==> src/hdl/pin_mux_pkg.sv <==
// Constants, field layouts and helpers for the port B pin function select
package pin_mux_pkg;

  // ----------------------------------------------------------------
  // Pin and function geometry
  // ----------------------------------------------------------------
  localparam int PIN_COUNT = 10;
  localparam int CODE_W = 2;
  localparam int SLOT_COUNT = 4;
  localparam int IRQ_COUNT = 8;
  localparam int POE_COUNT = 4;
  localparam int IRQ_FIRST_PIN = 2;
  localparam int POE_FIRST_PIN = 2;
  localparam int UPPER_FIRST_PIN = 8;
  localparam int PIN1 = 1;
  localparam int PIN0 = 0;
  localparam int ADC_PIN = 9;
  localparam int WAIT_PIN = 8;
  localparam int BUS_REQUEST_IN_N_PIN = 7;

  // Selection codes as written by software
  localparam logic [CODE_W-1:0] CODE_GPIO = 2'h0;
  localparam logic [CODE_W-1:0] CODE_ALT1 = 2'h1;
  localparam logic [CODE_W-1:0] CODE_ALT2 = 2'h2;
  localparam logic [CODE_W-1:0] CODE_ALT3 = 2'h3;

  // Effective function, one-hot
  localparam logic [SLOT_COUNT-1:0] SLOT_GPIO = 4'h1;
  localparam logic [SLOT_COUNT-1:0] SLOT_ALT1 = 4'h2;
  localparam logic [SLOT_COUNT-1:0] SLOT_ALT2 = 4'h4;
  localparam logic [SLOT_COUNT-1:0] SLOT_ALT3 = 4'h8;
  localparam int SLOT_IDX_GPIO = 0;
  localparam int SLOT_IDX_ALT1 = 1;
  localparam int SLOT_IDX_ALT2 = 2;
  localparam int SLOT_IDX_ALT3 = 3;

  // ----------------------------------------------------------------
  // Per-pin mode behaviour masks, bit n is pin n
  // ----------------------------------------------------------------
  localparam logic [PIN_COUNT-1:0] DROP2_MASK = 10'h3C3; // Code 2 to GPIO
  localparam logic [PIN_COUNT-1:0] DROP3_MASK = 10'h1DC; // Code 3 to GPIO
  localparam logic [PIN_COUNT-1:0] ROM_FORCE_MASK = 10'h003;
  localparam logic [PIN_COUNT-1:0] ALT2_DRIVE = 10'h3C3; // Address outs
  localparam logic [PIN_COUNT-1:0] ALT3_DRIVE = 10'h07C; // Bus strobes

  // ----------------------------------------------------------------
  // Register map, byte addresses on the Avalon slave
  // ----------------------------------------------------------------
  localparam int AVS_ADDR_W = 4;
  localparam int AVS_DATA_W = 32;
  localparam int AVS_BE_W = 4;
  localparam int WORD_SEL_LSB = 2;
  localparam int REG_W = 16;
  localparam int BYTE_W = 8;
  localparam logic [AVS_ADDR_W-1:0] UPPER_OFFSET = 4'h0;
  localparam logic [AVS_ADDR_W-1:0] LOWER_OFFSET = 4'h4;
  localparam logic [AVS_ADDR_W-1:0] LEVEL_OFFSET = 4'h8;
  localparam logic [REG_W-1:0] UPPER_RESET = 16'h0000;
  localparam logic [REG_W-1:0] LOWER_RESET = 16'h0000;
  localparam logic [REG_W-1:0] UPPER_WMASK = 16'h000F;
  localparam logic [REG_W-1:0] LOWER_WMASK = 16'hFFF5;
  localparam int PIN1_SEL_BIT = 2;
  localparam int PIN0_SEL_BIT = 0;
  localparam int LEVEL_SC_BIT = 16;
  localparam int LEVEL_ROM_BIT = 17;

  // Word decode on byte address
  function automatic logic reg_hit(input logic [AVS_ADDR_W-1:0] addr,
                                   input logic [AVS_ADDR_W-1:0] off);
    reg_hit = addr[AVS_ADDR_W-1:WORD_SEL_LSB] ==
              off[AVS_ADDR_W-1:WORD_SEL_LSB];
  endfunction : reg_hit

  // Byte-lane write merge with reserved bits forced to zero
  function automatic logic [REG_W-1:0] merge_write(
      input logic [REG_W-1:0] old,
      input logic [REG_W-1:0] wdata,
      input logic [AVS_BE_W-1:0] be,
      input logic [REG_W-1:0] wmask);
    logic [REG_W-1:0] lanes;
    lanes = {{BYTE_W{be[1]}}, {BYTE_W{be[0]}}};
    merge_write = ((old & ~lanes) | (wdata & lanes)) & wmask;
  endfunction : merge_write

endpackage : pin_mux_pkg

==> src/hdl/pin_select_decode.sv <==
// Decodes one pin's selection code into its effective one-hot function
`timescale 1ns/100ps
module pin_select_decode
  import pin_mux_pkg::*;
#(
  parameter bit DROP2 = 1'b0,
  parameter bit DROP3 = 1'b0,
  parameter bit ROM_FORCE = 1'b0
) (
  // Programmed code
  input wire logic [CODE_W-1:0] code,
  // Operating mode
  input wire logic single_chip_mode,
  input wire logic rom_invalid_mode,
  // Effective function
  output logic [SLOT_COUNT-1:0] slot
);

  // Mode override of the programmed code
  always_comb begin
    slot = SLOT_GPIO;
    unique case (code)
      CODE_GPIO: begin
        slot = (ROM_FORCE && rom_invalid_mode && !single_chip_mode) ?
               SLOT_ALT2 : SLOT_GPIO;
      end
      CODE_ALT1: begin
        slot = SLOT_ALT1;
      end
      CODE_ALT2: begin
        slot = (DROP2 && single_chip_mode) ? SLOT_GPIO : SLOT_ALT2;
      end
      CODE_ALT3: begin
        slot = (DROP3 && single_chip_mode) ? SLOT_GPIO : SLOT_ALT3;
      end
    endcase
  end

endmodule : pin_select_decode

==> src/hdl/port_b_pin_function_select.sv <==
// Port B pin function select: registers, mode override and pin routing
//
// Implementation choices: register access over Avalon-MM and the address map.
`timescale 1ns/100ps

module port_b_pin_function_select
  import pin_mux_pkg::*;
(
  // Clock and power-on reset
  input wire logic clk,
  input wire logic sys_rst,
  // Avalon-MM register slave
  input wire logic [AVS_ADDR_W-1:0] avs_address,
  input wire logic avs_read,
  input wire logic avs_write,
  input wire logic [AVS_DATA_W-1:0] avs_writedata,
  input wire logic [AVS_BE_W-1:0] avs_byteenable,
  output logic [AVS_DATA_W-1:0] avs_readdata,
  output logic avs_waitrequest,
  // Operating mode
  input wire logic single_chip_mode,
  input wire logic rom_invalid_mode,
  // Port pins
  input wire logic [PIN_COUNT-1:0] pin_in,
  output logic [PIN_COUNT-1:0] pin_out,
  output logic [PIN_COUNT-1:0] pin_oe,
  // General I/O side
  input wire logic [PIN_COUNT-1:0] port_b_direction_register,
  input wire logic [PIN_COUNT-1:0] gpio_out,
  output logic [PIN_COUNT-1:0] gpio_in,
  // Interrupt controller side
  output logic [IRQ_COUNT-1:0] interrupt_request_in,
  // Timer output enable side
  output logic [POE_COUNT-1:0] output_enable_in,
  // A/D converter side
  output logic adc_trigger_in,
  // Bus controller side
  input wire logic address_bit_21,
  input wire logic address_bit_20,
  input wire logic address_bit_19,
  input wire logic address_bit_18,
  input wire logic address_bit_17,
  input wire logic address_bit_16,
  input wire logic read_write_direction_out,
  input wire logic upper_column_strobe,
  input wire logic lower_column_strobe,
  input wire logic row_address_strobe,
  input wire logic bus_grant_out,
  output logic bus_wait_in,
  output logic bus_request_in_n
);

  // ----------------------------------------------------------------
  // State
  // ----------------------------------------------------------------

  typedef struct packed {
    logic [REG_W-1:0] upper;
    logic [REG_W-1:0] lower;
    logic ack;
    logic [AVS_DATA_W-1:0] rdata;
    logic [PIN_COUNT-1:0] pin_meta;
    logic [PIN_COUNT-1:0] pin_sync;
    logic [PIN_COUNT-1:0] pin_out;
    logic [PIN_COUNT-1:0] pin_oe;
    logic [PIN_COUNT-1:0] gpio_in;
    logic [IRQ_COUNT-1:0] irq;
    logic [POE_COUNT-1:0] poe;
    logic adc;
    logic wait_in;
    logic bus_request_in_n_n;
  } state_t;

  // Bus request idles high so the arbiter sees no request
  localparam state_t STATE_RESET = '{
    upper: UPPER_RESET,
    lower: LOWER_RESET,
    bus_request_in_n_n: 1'b1,
    default: '0
  };

  state_t state_q;
  state_t state_d;

  logic req;
  logic [AVS_DATA_W-1:0] read_mux;
  logic [PIN_COUNT-1:0] alt2_val;
  logic [PIN_COUNT-1:0] alt3_val;
  logic [CODE_W-1:0] code [PIN_COUNT];
  logic [SLOT_COUNT-1:0] slot [PIN_COUNT];
  logic hit_upper;
  logic hit_lower;
  logic hit_level;
  logic write_land;
  logic [PIN_COUNT-1:0] drive_oe;
  logic [PIN_COUNT-1:0] drive_val;
  logic [IRQ_COUNT-1:0] irq_sel;
  logic [POE_COUNT-1:0] poe_sel;
  logic adc_sel;
  logic wait_sel;
  logic bus_request_in_n_sel;

  // ----------------------------------------------------------------
  // Function map per pin, code 0 to 3
  // ----------------------------------------------------------------

  // Pin 9: GPIO, irq 7, address 21, ADC trigger in
  // Pin 8: GPIO, irq 6, address 20, wait request in
  // Pin 7: GPIO, irq 5, address 19, bus request in
  // Pin 6: GPIO, irq 4, address 18, bus grant out
  // Pin 5: GPIO, irq 3, output enable 3, read/write out
  // Pin 4: GPIO, irq 2, output enable 2, upper column strobe
  // Pin 3: GPIO, irq 1, output enable 1, lower column strobe
  // Pin 2: GPIO, irq 0, output enable 0, row strobe
  // Pins 1 and 0: GPIO or address 17 and 16
  // Single chip mode turns bus and address codes into GPIO,
  // except the read/write strobe and the ADC trigger
  // ROM-invalid mode puts address on pins 1 and 0 with code 0

  // ----------------------------------------------------------------
  // Selection code extraction
  // ----------------------------------------------------------------

  // Two-bit codes for pins 2-9, single-bit codes for pins 0 and 1
  function automatic logic [CODE_W-1:0] pin_code(
      input logic [REG_W-1:0] upper,
      input logic [REG_W-1:0] lower,
      input int idx);
    pin_code = CODE_GPIO;
    if (idx >= UPPER_FIRST_PIN) begin
      pin_code = upper[CODE_W*(idx-UPPER_FIRST_PIN) +: CODE_W];
    end else if (idx >= IRQ_FIRST_PIN) begin
      pin_code = lower[CODE_W*idx +: CODE_W];
    end else if (idx == PIN1) begin
      pin_code = lower[PIN1_SEL_BIT] ? CODE_ALT2 : CODE_GPIO;
    end else begin
      pin_code = lower[PIN0_SEL_BIT] ? CODE_ALT2 : CODE_GPIO;
    end
  endfunction : pin_code

  // One decoder per pin, mode behaviour set from the pin masks
  for (genvar i = 0; i < PIN_COUNT; i++) begin : g_pin
    assign code[i] = pin_code(state_q.upper, state_q.lower, i);

    pin_select_decode #(
      .DROP2(DROP2_MASK[i]),
      .DROP3(DROP3_MASK[i]),
      .ROM_FORCE(ROM_FORCE_MASK[i])
    ) u_decode (
      .code(code[i]),
      .single_chip_mode(single_chip_mode),
      .rom_invalid_mode(rom_invalid_mode),
      .slot(slot[i])
    );
  end

  // ----------------------------------------------------------------
  // Peripheral outputs placed on pins
  // ----------------------------------------------------------------

  // Address outputs on code 2, pins 9-6 and 1-0
  assign alt2_val = {
    address_bit_21,
    address_bit_20,
    address_bit_19,
    address_bit_18,
    4'h0,
    address_bit_17,
    address_bit_16
  };

  // Bus strobes on code 3, pins 6-2
  assign alt3_val = {
    3'h0,
    bus_grant_out,
    read_write_direction_out,
    upper_column_strobe,
    lower_column_strobe,
    row_address_strobe,
    2'h0
  };

  // ----------------------------------------------------------------
  // Pin drive and routed input selects
  // ----------------------------------------------------------------

  // Drive per effective function, direction bit only in GPIO
  always_comb begin
    drive_oe = '0;
    drive_val = '0;
    for (int i = 0; i < PIN_COUNT; i++) begin
      if (slot[i][SLOT_IDX_GPIO]) begin
        drive_oe[i] = port_b_direction_register[i];
        drive_val[i] = gpio_out[i];
      end else if (slot[i][SLOT_IDX_ALT2] && ALT2_DRIVE[i]) begin
        drive_oe[i] = 1'b1;
        drive_val[i] = alt2_val[i];
      end else if (slot[i][SLOT_IDX_ALT3] && ALT3_DRIVE[i]) begin
        drive_oe[i] = 1'b1;
        drive_val[i] = alt3_val[i];
      end
    end
  end

  // Interrupt inputs take code 1 on pins 2-9
  for (genvar j = 0; j < IRQ_COUNT; j++) begin : g_irq
    assign irq_sel[j] = slot[j+IRQ_FIRST_PIN][SLOT_IDX_ALT1];
  end

  // Output enable inputs take code 2 on pins 2-5
  for (genvar k = 0; k < POE_COUNT; k++) begin : g_poe
    assign poe_sel[k] = slot[k+POE_FIRST_PIN][SLOT_IDX_ALT2];
  end

  // Code 3 inputs on pins 9, 8 and 7
  assign adc_sel = slot[ADC_PIN][SLOT_IDX_ALT3];
  assign wait_sel = slot[WAIT_PIN][SLOT_IDX_ALT3];
  assign bus_request_in_n_sel = slot[BUS_REQUEST_IN_N_PIN][SLOT_IDX_ALT3];

  // ----------------------------------------------------------------
  // Address decode
  // ----------------------------------------------------------------

  // Word selects, shared by the read mux and the write path
  assign hit_upper = reg_hit(avs_address, UPPER_OFFSET);
  assign hit_lower = reg_hit(avs_address, LOWER_OFFSET);
  assign hit_level = reg_hit(avs_address, LEVEL_OFFSET);

  // Writes land on the edge where waitrequest is low
  assign write_land = avs_write & state_q.ack;

  // ----------------------------------------------------------------
  // Register read path
  // ----------------------------------------------------------------

  // Stored codes read back as written, overrides not reflected
  always_comb begin
    read_mux = '0;
    if (hit_upper) begin
      read_mux[REG_W-1:0] = state_q.upper;
    end else if (hit_lower) begin
      read_mux[REG_W-1:0] = state_q.lower;
    end else if (hit_level) begin
      read_mux[PIN_COUNT-1:0] = state_q.pin_sync;
      read_mux[LEVEL_SC_BIT] = single_chip_mode;
      read_mux[LEVEL_ROM_BIT] = rom_invalid_mode;
    end
  end

  // One wait state on every access
  assign req = avs_read | avs_write;
  assign avs_waitrequest = req & ~state_q.ack;
  assign avs_readdata = state_q.rdata;

  // ----------------------------------------------------------------
  // Next state
  // ----------------------------------------------------------------

  always_comb begin
    state_d = state_q;

    // Pin synchroniser
    state_d.pin_meta = pin_in;
    state_d.pin_sync = state_q.pin_meta;

    // Bus handshake and read capture
    state_d.ack = req & ~state_q.ack;
    if (req && !state_q.ack) begin
      state_d.rdata = read_mux;
    end

    // Register update with byte lanes
    if (write_land) begin
      if (hit_upper) begin
        state_d.upper = merge_write(state_q.upper,
                                    avs_writedata[REG_W-1:0],
                                    avs_byteenable, UPPER_WMASK);
      end else if (hit_lower) begin
        state_d.lower = merge_write(state_q.lower,
                                    avs_writedata[REG_W-1:0],
                                    avs_byteenable, LOWER_WMASK);
      end
    end

    // Pin drive per effective function
    state_d.pin_oe = drive_oe;
    state_d.pin_out = drive_val;

    // Pin levels to the port data path
    state_d.gpio_in = state_q.pin_sync;

    // Interrupt request inputs on code 1, pins 2-9
    state_d.irq = irq_sel &
                  state_q.pin_sync[PIN_COUNT-1:IRQ_FIRST_PIN];

    // Port output enable inputs on code 2, pins 2-5
    state_d.poe = poe_sel &
                  state_q.pin_sync[POE_FIRST_PIN+POE_COUNT-1:POE_FIRST_PIN];

    // Inputs on code 3 for pins 9, 8 and 7
    state_d.adc = adc_sel & state_q.pin_sync[ADC_PIN];
    state_d.wait_in = wait_sel & state_q.pin_sync[WAIT_PIN];
    state_d.bus_request_in_n_n = ~(bus_request_in_n_sel & ~state_q.pin_sync[BUS_REQUEST_IN_N_PIN]);
  end

  // ----------------------------------------------------------------
  // State register
  // ----------------------------------------------------------------

  // Only the power-on reset reaches this block
  always_ff @(posedge clk) begin
    if (sys_rst) begin
      state_q <= STATE_RESET;
    end else begin
      state_q <= state_d;
    end
  end

  // ----------------------------------------------------------------
  // Outputs
  // ----------------------------------------------------------------

  // All data outputs straight from flip-flops
  assign pin_out = state_q.pin_out;
  assign pin_oe = state_q.pin_oe;
  assign gpio_in = state_q.gpio_in;
  assign interrupt_request_in = state_q.irq;
  assign output_enable_in = state_q.poe;
  assign adc_trigger_in = state_q.adc;
  assign bus_wait_in = state_q.wait_in;
  assign bus_request_in_n = state_q.bus_request_in_n_n;

endmodule : port_b_pin_function_select

==> config.mk <==
export PLATFORM = sky130hd
export DESIGN_NAME = port_b_pin_function_select
export DESIGN_NICKNAME = d
export VERILOG_FILES = /design/src/hdl/pin_mux_pkg.sv /design/src/hdl/pin_select_decode.sv /design/src/hdl/port_b_pin_function_select.sv
export SDC_FILE = /design/constraint.sdc
export NUM_CORES = 1
export LEC_CHECK = 0
export BUFFER_PORTS_ARGS = -buffer_cell sky130_fd_sc_hd__buf_2
export CAP_MARGIN = 0
export CORE_MARGIN = 5
export CORE_UTILIZATION = 49
export CTS_CLUSTER_DIAMETER = 120
export DETAILED_ROUTE_END_ITERATION = 7
export PLACE_DENSITY_LB_ADDON = 0.1
export SKIP_LAST_GASP = 1
export SLEW_MARGIN = 0
export SYNTH_ARGS = -nofsm -noshare
export SYNTH_HDL_FRONTEND = slang
export SYNTH_SLANG_ARGS = --single-unit
export TNS_END_PERCENT = 1
==> constraint.sdc <==
create_clock -name clk -period 1.6 [get_ports clk]
set_input_delay 0.16 -clock clk [delete_from_list [all_inputs] [get_ports clk]]
set_output_delay 0.16 -clock clk [all_outputs]
set_load 0.005 [all_outputs]
==> impl_metrics.env <==
export IMPL_hold_class="in2reg"
export IMPL_htreeDepth=3
export IMPL_num_vias=2956
export IMPL_hp_start="pin_in[5]"
export IMPL_io_pins=165
export IMPL_core_area_mm2=0.008593
export IMPL_clk_pin_slew_ns=0.09
export IMPL_clockBufferDepth=2
export IMPL_routed_wirelength_um=9119
export IMPL_cts_root_buf="clkbuf_8"
export IMPL_gp_congestion=0.7198
export IMPL_clock_latency_ns=0.36
export IMPL_cp_data_arrival_time_ns=1.31
export IMPL_drv_slew=0
export IMPL_fin_skew_ns=0.009580
export IMPL_post_route_min_period_ns=1.469
export IMPL_path_class="reg2out"
export IMPL_diodes=0
export IMPL_hold_end="state_d[50]$_SDFF_PP0_"
export IMPL_cts_sinks=102
export IMPL_endpoint_kind="primary output"
export IMPL_place_area_mm2=0.004497
export IMPL_synth_top_area_share=0.4816
export IMPL_yosysSeqAreaShare=0.4816
export IMPL_holdPathStages=2
export IMPL_final_cell_mix="buf_2, dfxtp_1, nand2b_1, nor2b_1, a21oi_1"
export IMPL_required_ns=1.44
export IMPL_dieArea_mm2=0.01061
export IMPL_async_flop_share=0
export IMPL_dp_hpwl_um=6690
export IMPL_wl_per_cell_um=14.68
export IMPL_yosys_most_used_dff="dfxtp_1"
export IMPL_track_usage=0.1756
export IMPL_layout_cells_non_filler=621
export IMPL_synth_area_leader_cell="dfxtp_1"
export IMPL_power_density_mw_per_mm2=1017
export IMPL_netlist_instances=438
export IMPL_cts_tree="yes"
export IMPL_antenna_found_initial=0
export IMPL_setup_violations=0
export IMPL_final_core_util=0.5531
export IMPL_yosysWarnings=0
export IMPL_row_count=34
export IMPL_cts_buffers=9
export IMPL_die_h_um=103.0
export IMPL_synth_distinct_cells=39
export IMPL_route_detailed_drc=0
export IMPL_first_iter_violations=63
export IMPL_ant_nets=0
export IMPL_r2r_start="state_q[97]$_SDFF_PP0_"
export IMPL_synth_edf_count=0
export IMPL_reg2reg_depth=3
export IMPL_drive_gt1_frac=0.3138
export IMPL_fin_crit_sh=0.9183
export IMPL_grt_start_max_net_pins=33
export IMPL_die_w_um=103.0
export IMPL_vdd_ir_drop_max_v=0.0004919
export IMPL_holdWs_ns=0.01584
export IMPL_cp_max_fo=11
export IMPL_r2r_slack_ns=0.19
export IMPL_status="finished clean"
export IMPL_drt_pass1_iterations=4
export IMPL_dp_cells=603
export IMPL_finalSetupTns_ns=0
export IMPL_p_leak_nw=2.191
export IMPL_syn_area_per_cell_um2=9.681
export IMPL_area_growth_pct=12.10
export IMPL_port_buffers=130
export IMPL_fin_area_mm2=0.004753
export IMPL_initial_utilization=0.4934
export IMPL_hold_violations=0
export IMPL_max_cap_viol_count=0
export IMPL_synthTopCellsByArea="dfxtp_1, buf_4, mux2i_1"
export IMPL_max_freq_mhz=680.6
export IMPL_mostFrequentLayoutCell="buf_2"
export IMPL_ys_seq_elements=102
export IMPL_grt_pass1_vias=2833
export IMPL_netlist_area_mm2=0.004240
export IMPL_grt_first_pass_wirelength_um=14290
export IMPL_final_nets=597
export IMPL_cp_start_kind="register"
export IMPL_rsz0062_at_grt="false"
export IMPL_avgViaCountPerCell=4.760
export IMPL_grt_overflow_total=0
[layer usage]
metal	track usage	vias up	share of wire
met5	0	-	0
met4	0.06574	0	0.015
met3	0.05007	11	0.082
met2	0.2728	89	0.45
met1	0.2323	1338	0.45
li1	-	1518	-
[critical path: stages, from the launching register on]
cell	delay, ns
dfxtp_1	0.38
o21bai_4	0.15
clkinv_1	0.10
buf_4	0.19
buf_2	0.14
[Yosys cell counts (all sizes together), types with 6 or more instances]
library cell  number
a21oi             26
a221oi             6
and3b              9
buf               83
clkbuf            11
dfxtp            102
mux2i             25
nand2             25
nand2b            36
nand3             14
nor2              18
nor2b             31
nor3              10
[how the worst max path moves through the flow]
stage	start	to
final	state_q[97]$_SDFF_PP0_	avs_waitrequest
after global routing	state_q[97]$_SDFF_PP0_	avs_waitrequest
after CTS	state_q[97]$_SDFF_PP0_	avs_waitrequest
after detailed placement	avs_write	avs_readdata[0]$_SDFFE_PP0P_
after global placement	avs_write	avs_waitrequest
after floorplan	state_q[97]$_SDFF_PP0_	avs_readdata[1]$_SDFFE_PP0P_
[final cells by class]
class,count,area (µm²)
clock inverters,4,72.57
multi-input cells,251,1582
fillers,834,3840
inverters,5,18.77
flip-flops and latches,102,2042
repair buffers,141,765.7
well taps,108,135.1
clock buffers,10,137.6
[through the flow]
stage | power (mW) | setup WS, ns
global placement | 3.133 | -0.03712
floorplan | 3.027 | 0.4401
global route | 5.051 | 0.02050
CTS | 4.876 | 0.1003
finish | 4.836 | 0.1307
detailed placement | 3.142 | -0.06338
[repair_timing]
item                       4_1_cts  5_1_grt
hold endpoints to repair         2        0
resized for setup                1        0
buffers inserted                 1        0
hold buffers                     2        0
setup endpoints to repair        1        0
[cells by family after synthesis]
logic type	Yosys count	synth area share
and+or+nand+nor	159	0.2160
DFF	102	0.4816
buffers and inverters	99	0.1614
AOI/OAI and AO/OA	49	0.07318
muxes	28	0.06698
other	1	0.0008844
[report_power, final]
group / switching, mW / internal (mW)
combinational: 0.221 / 0.220
sequential: 0.0339 / 2.62
clock: 0.837 / 0.905
No activity file was read; power rests on OpenSTA's default activity.
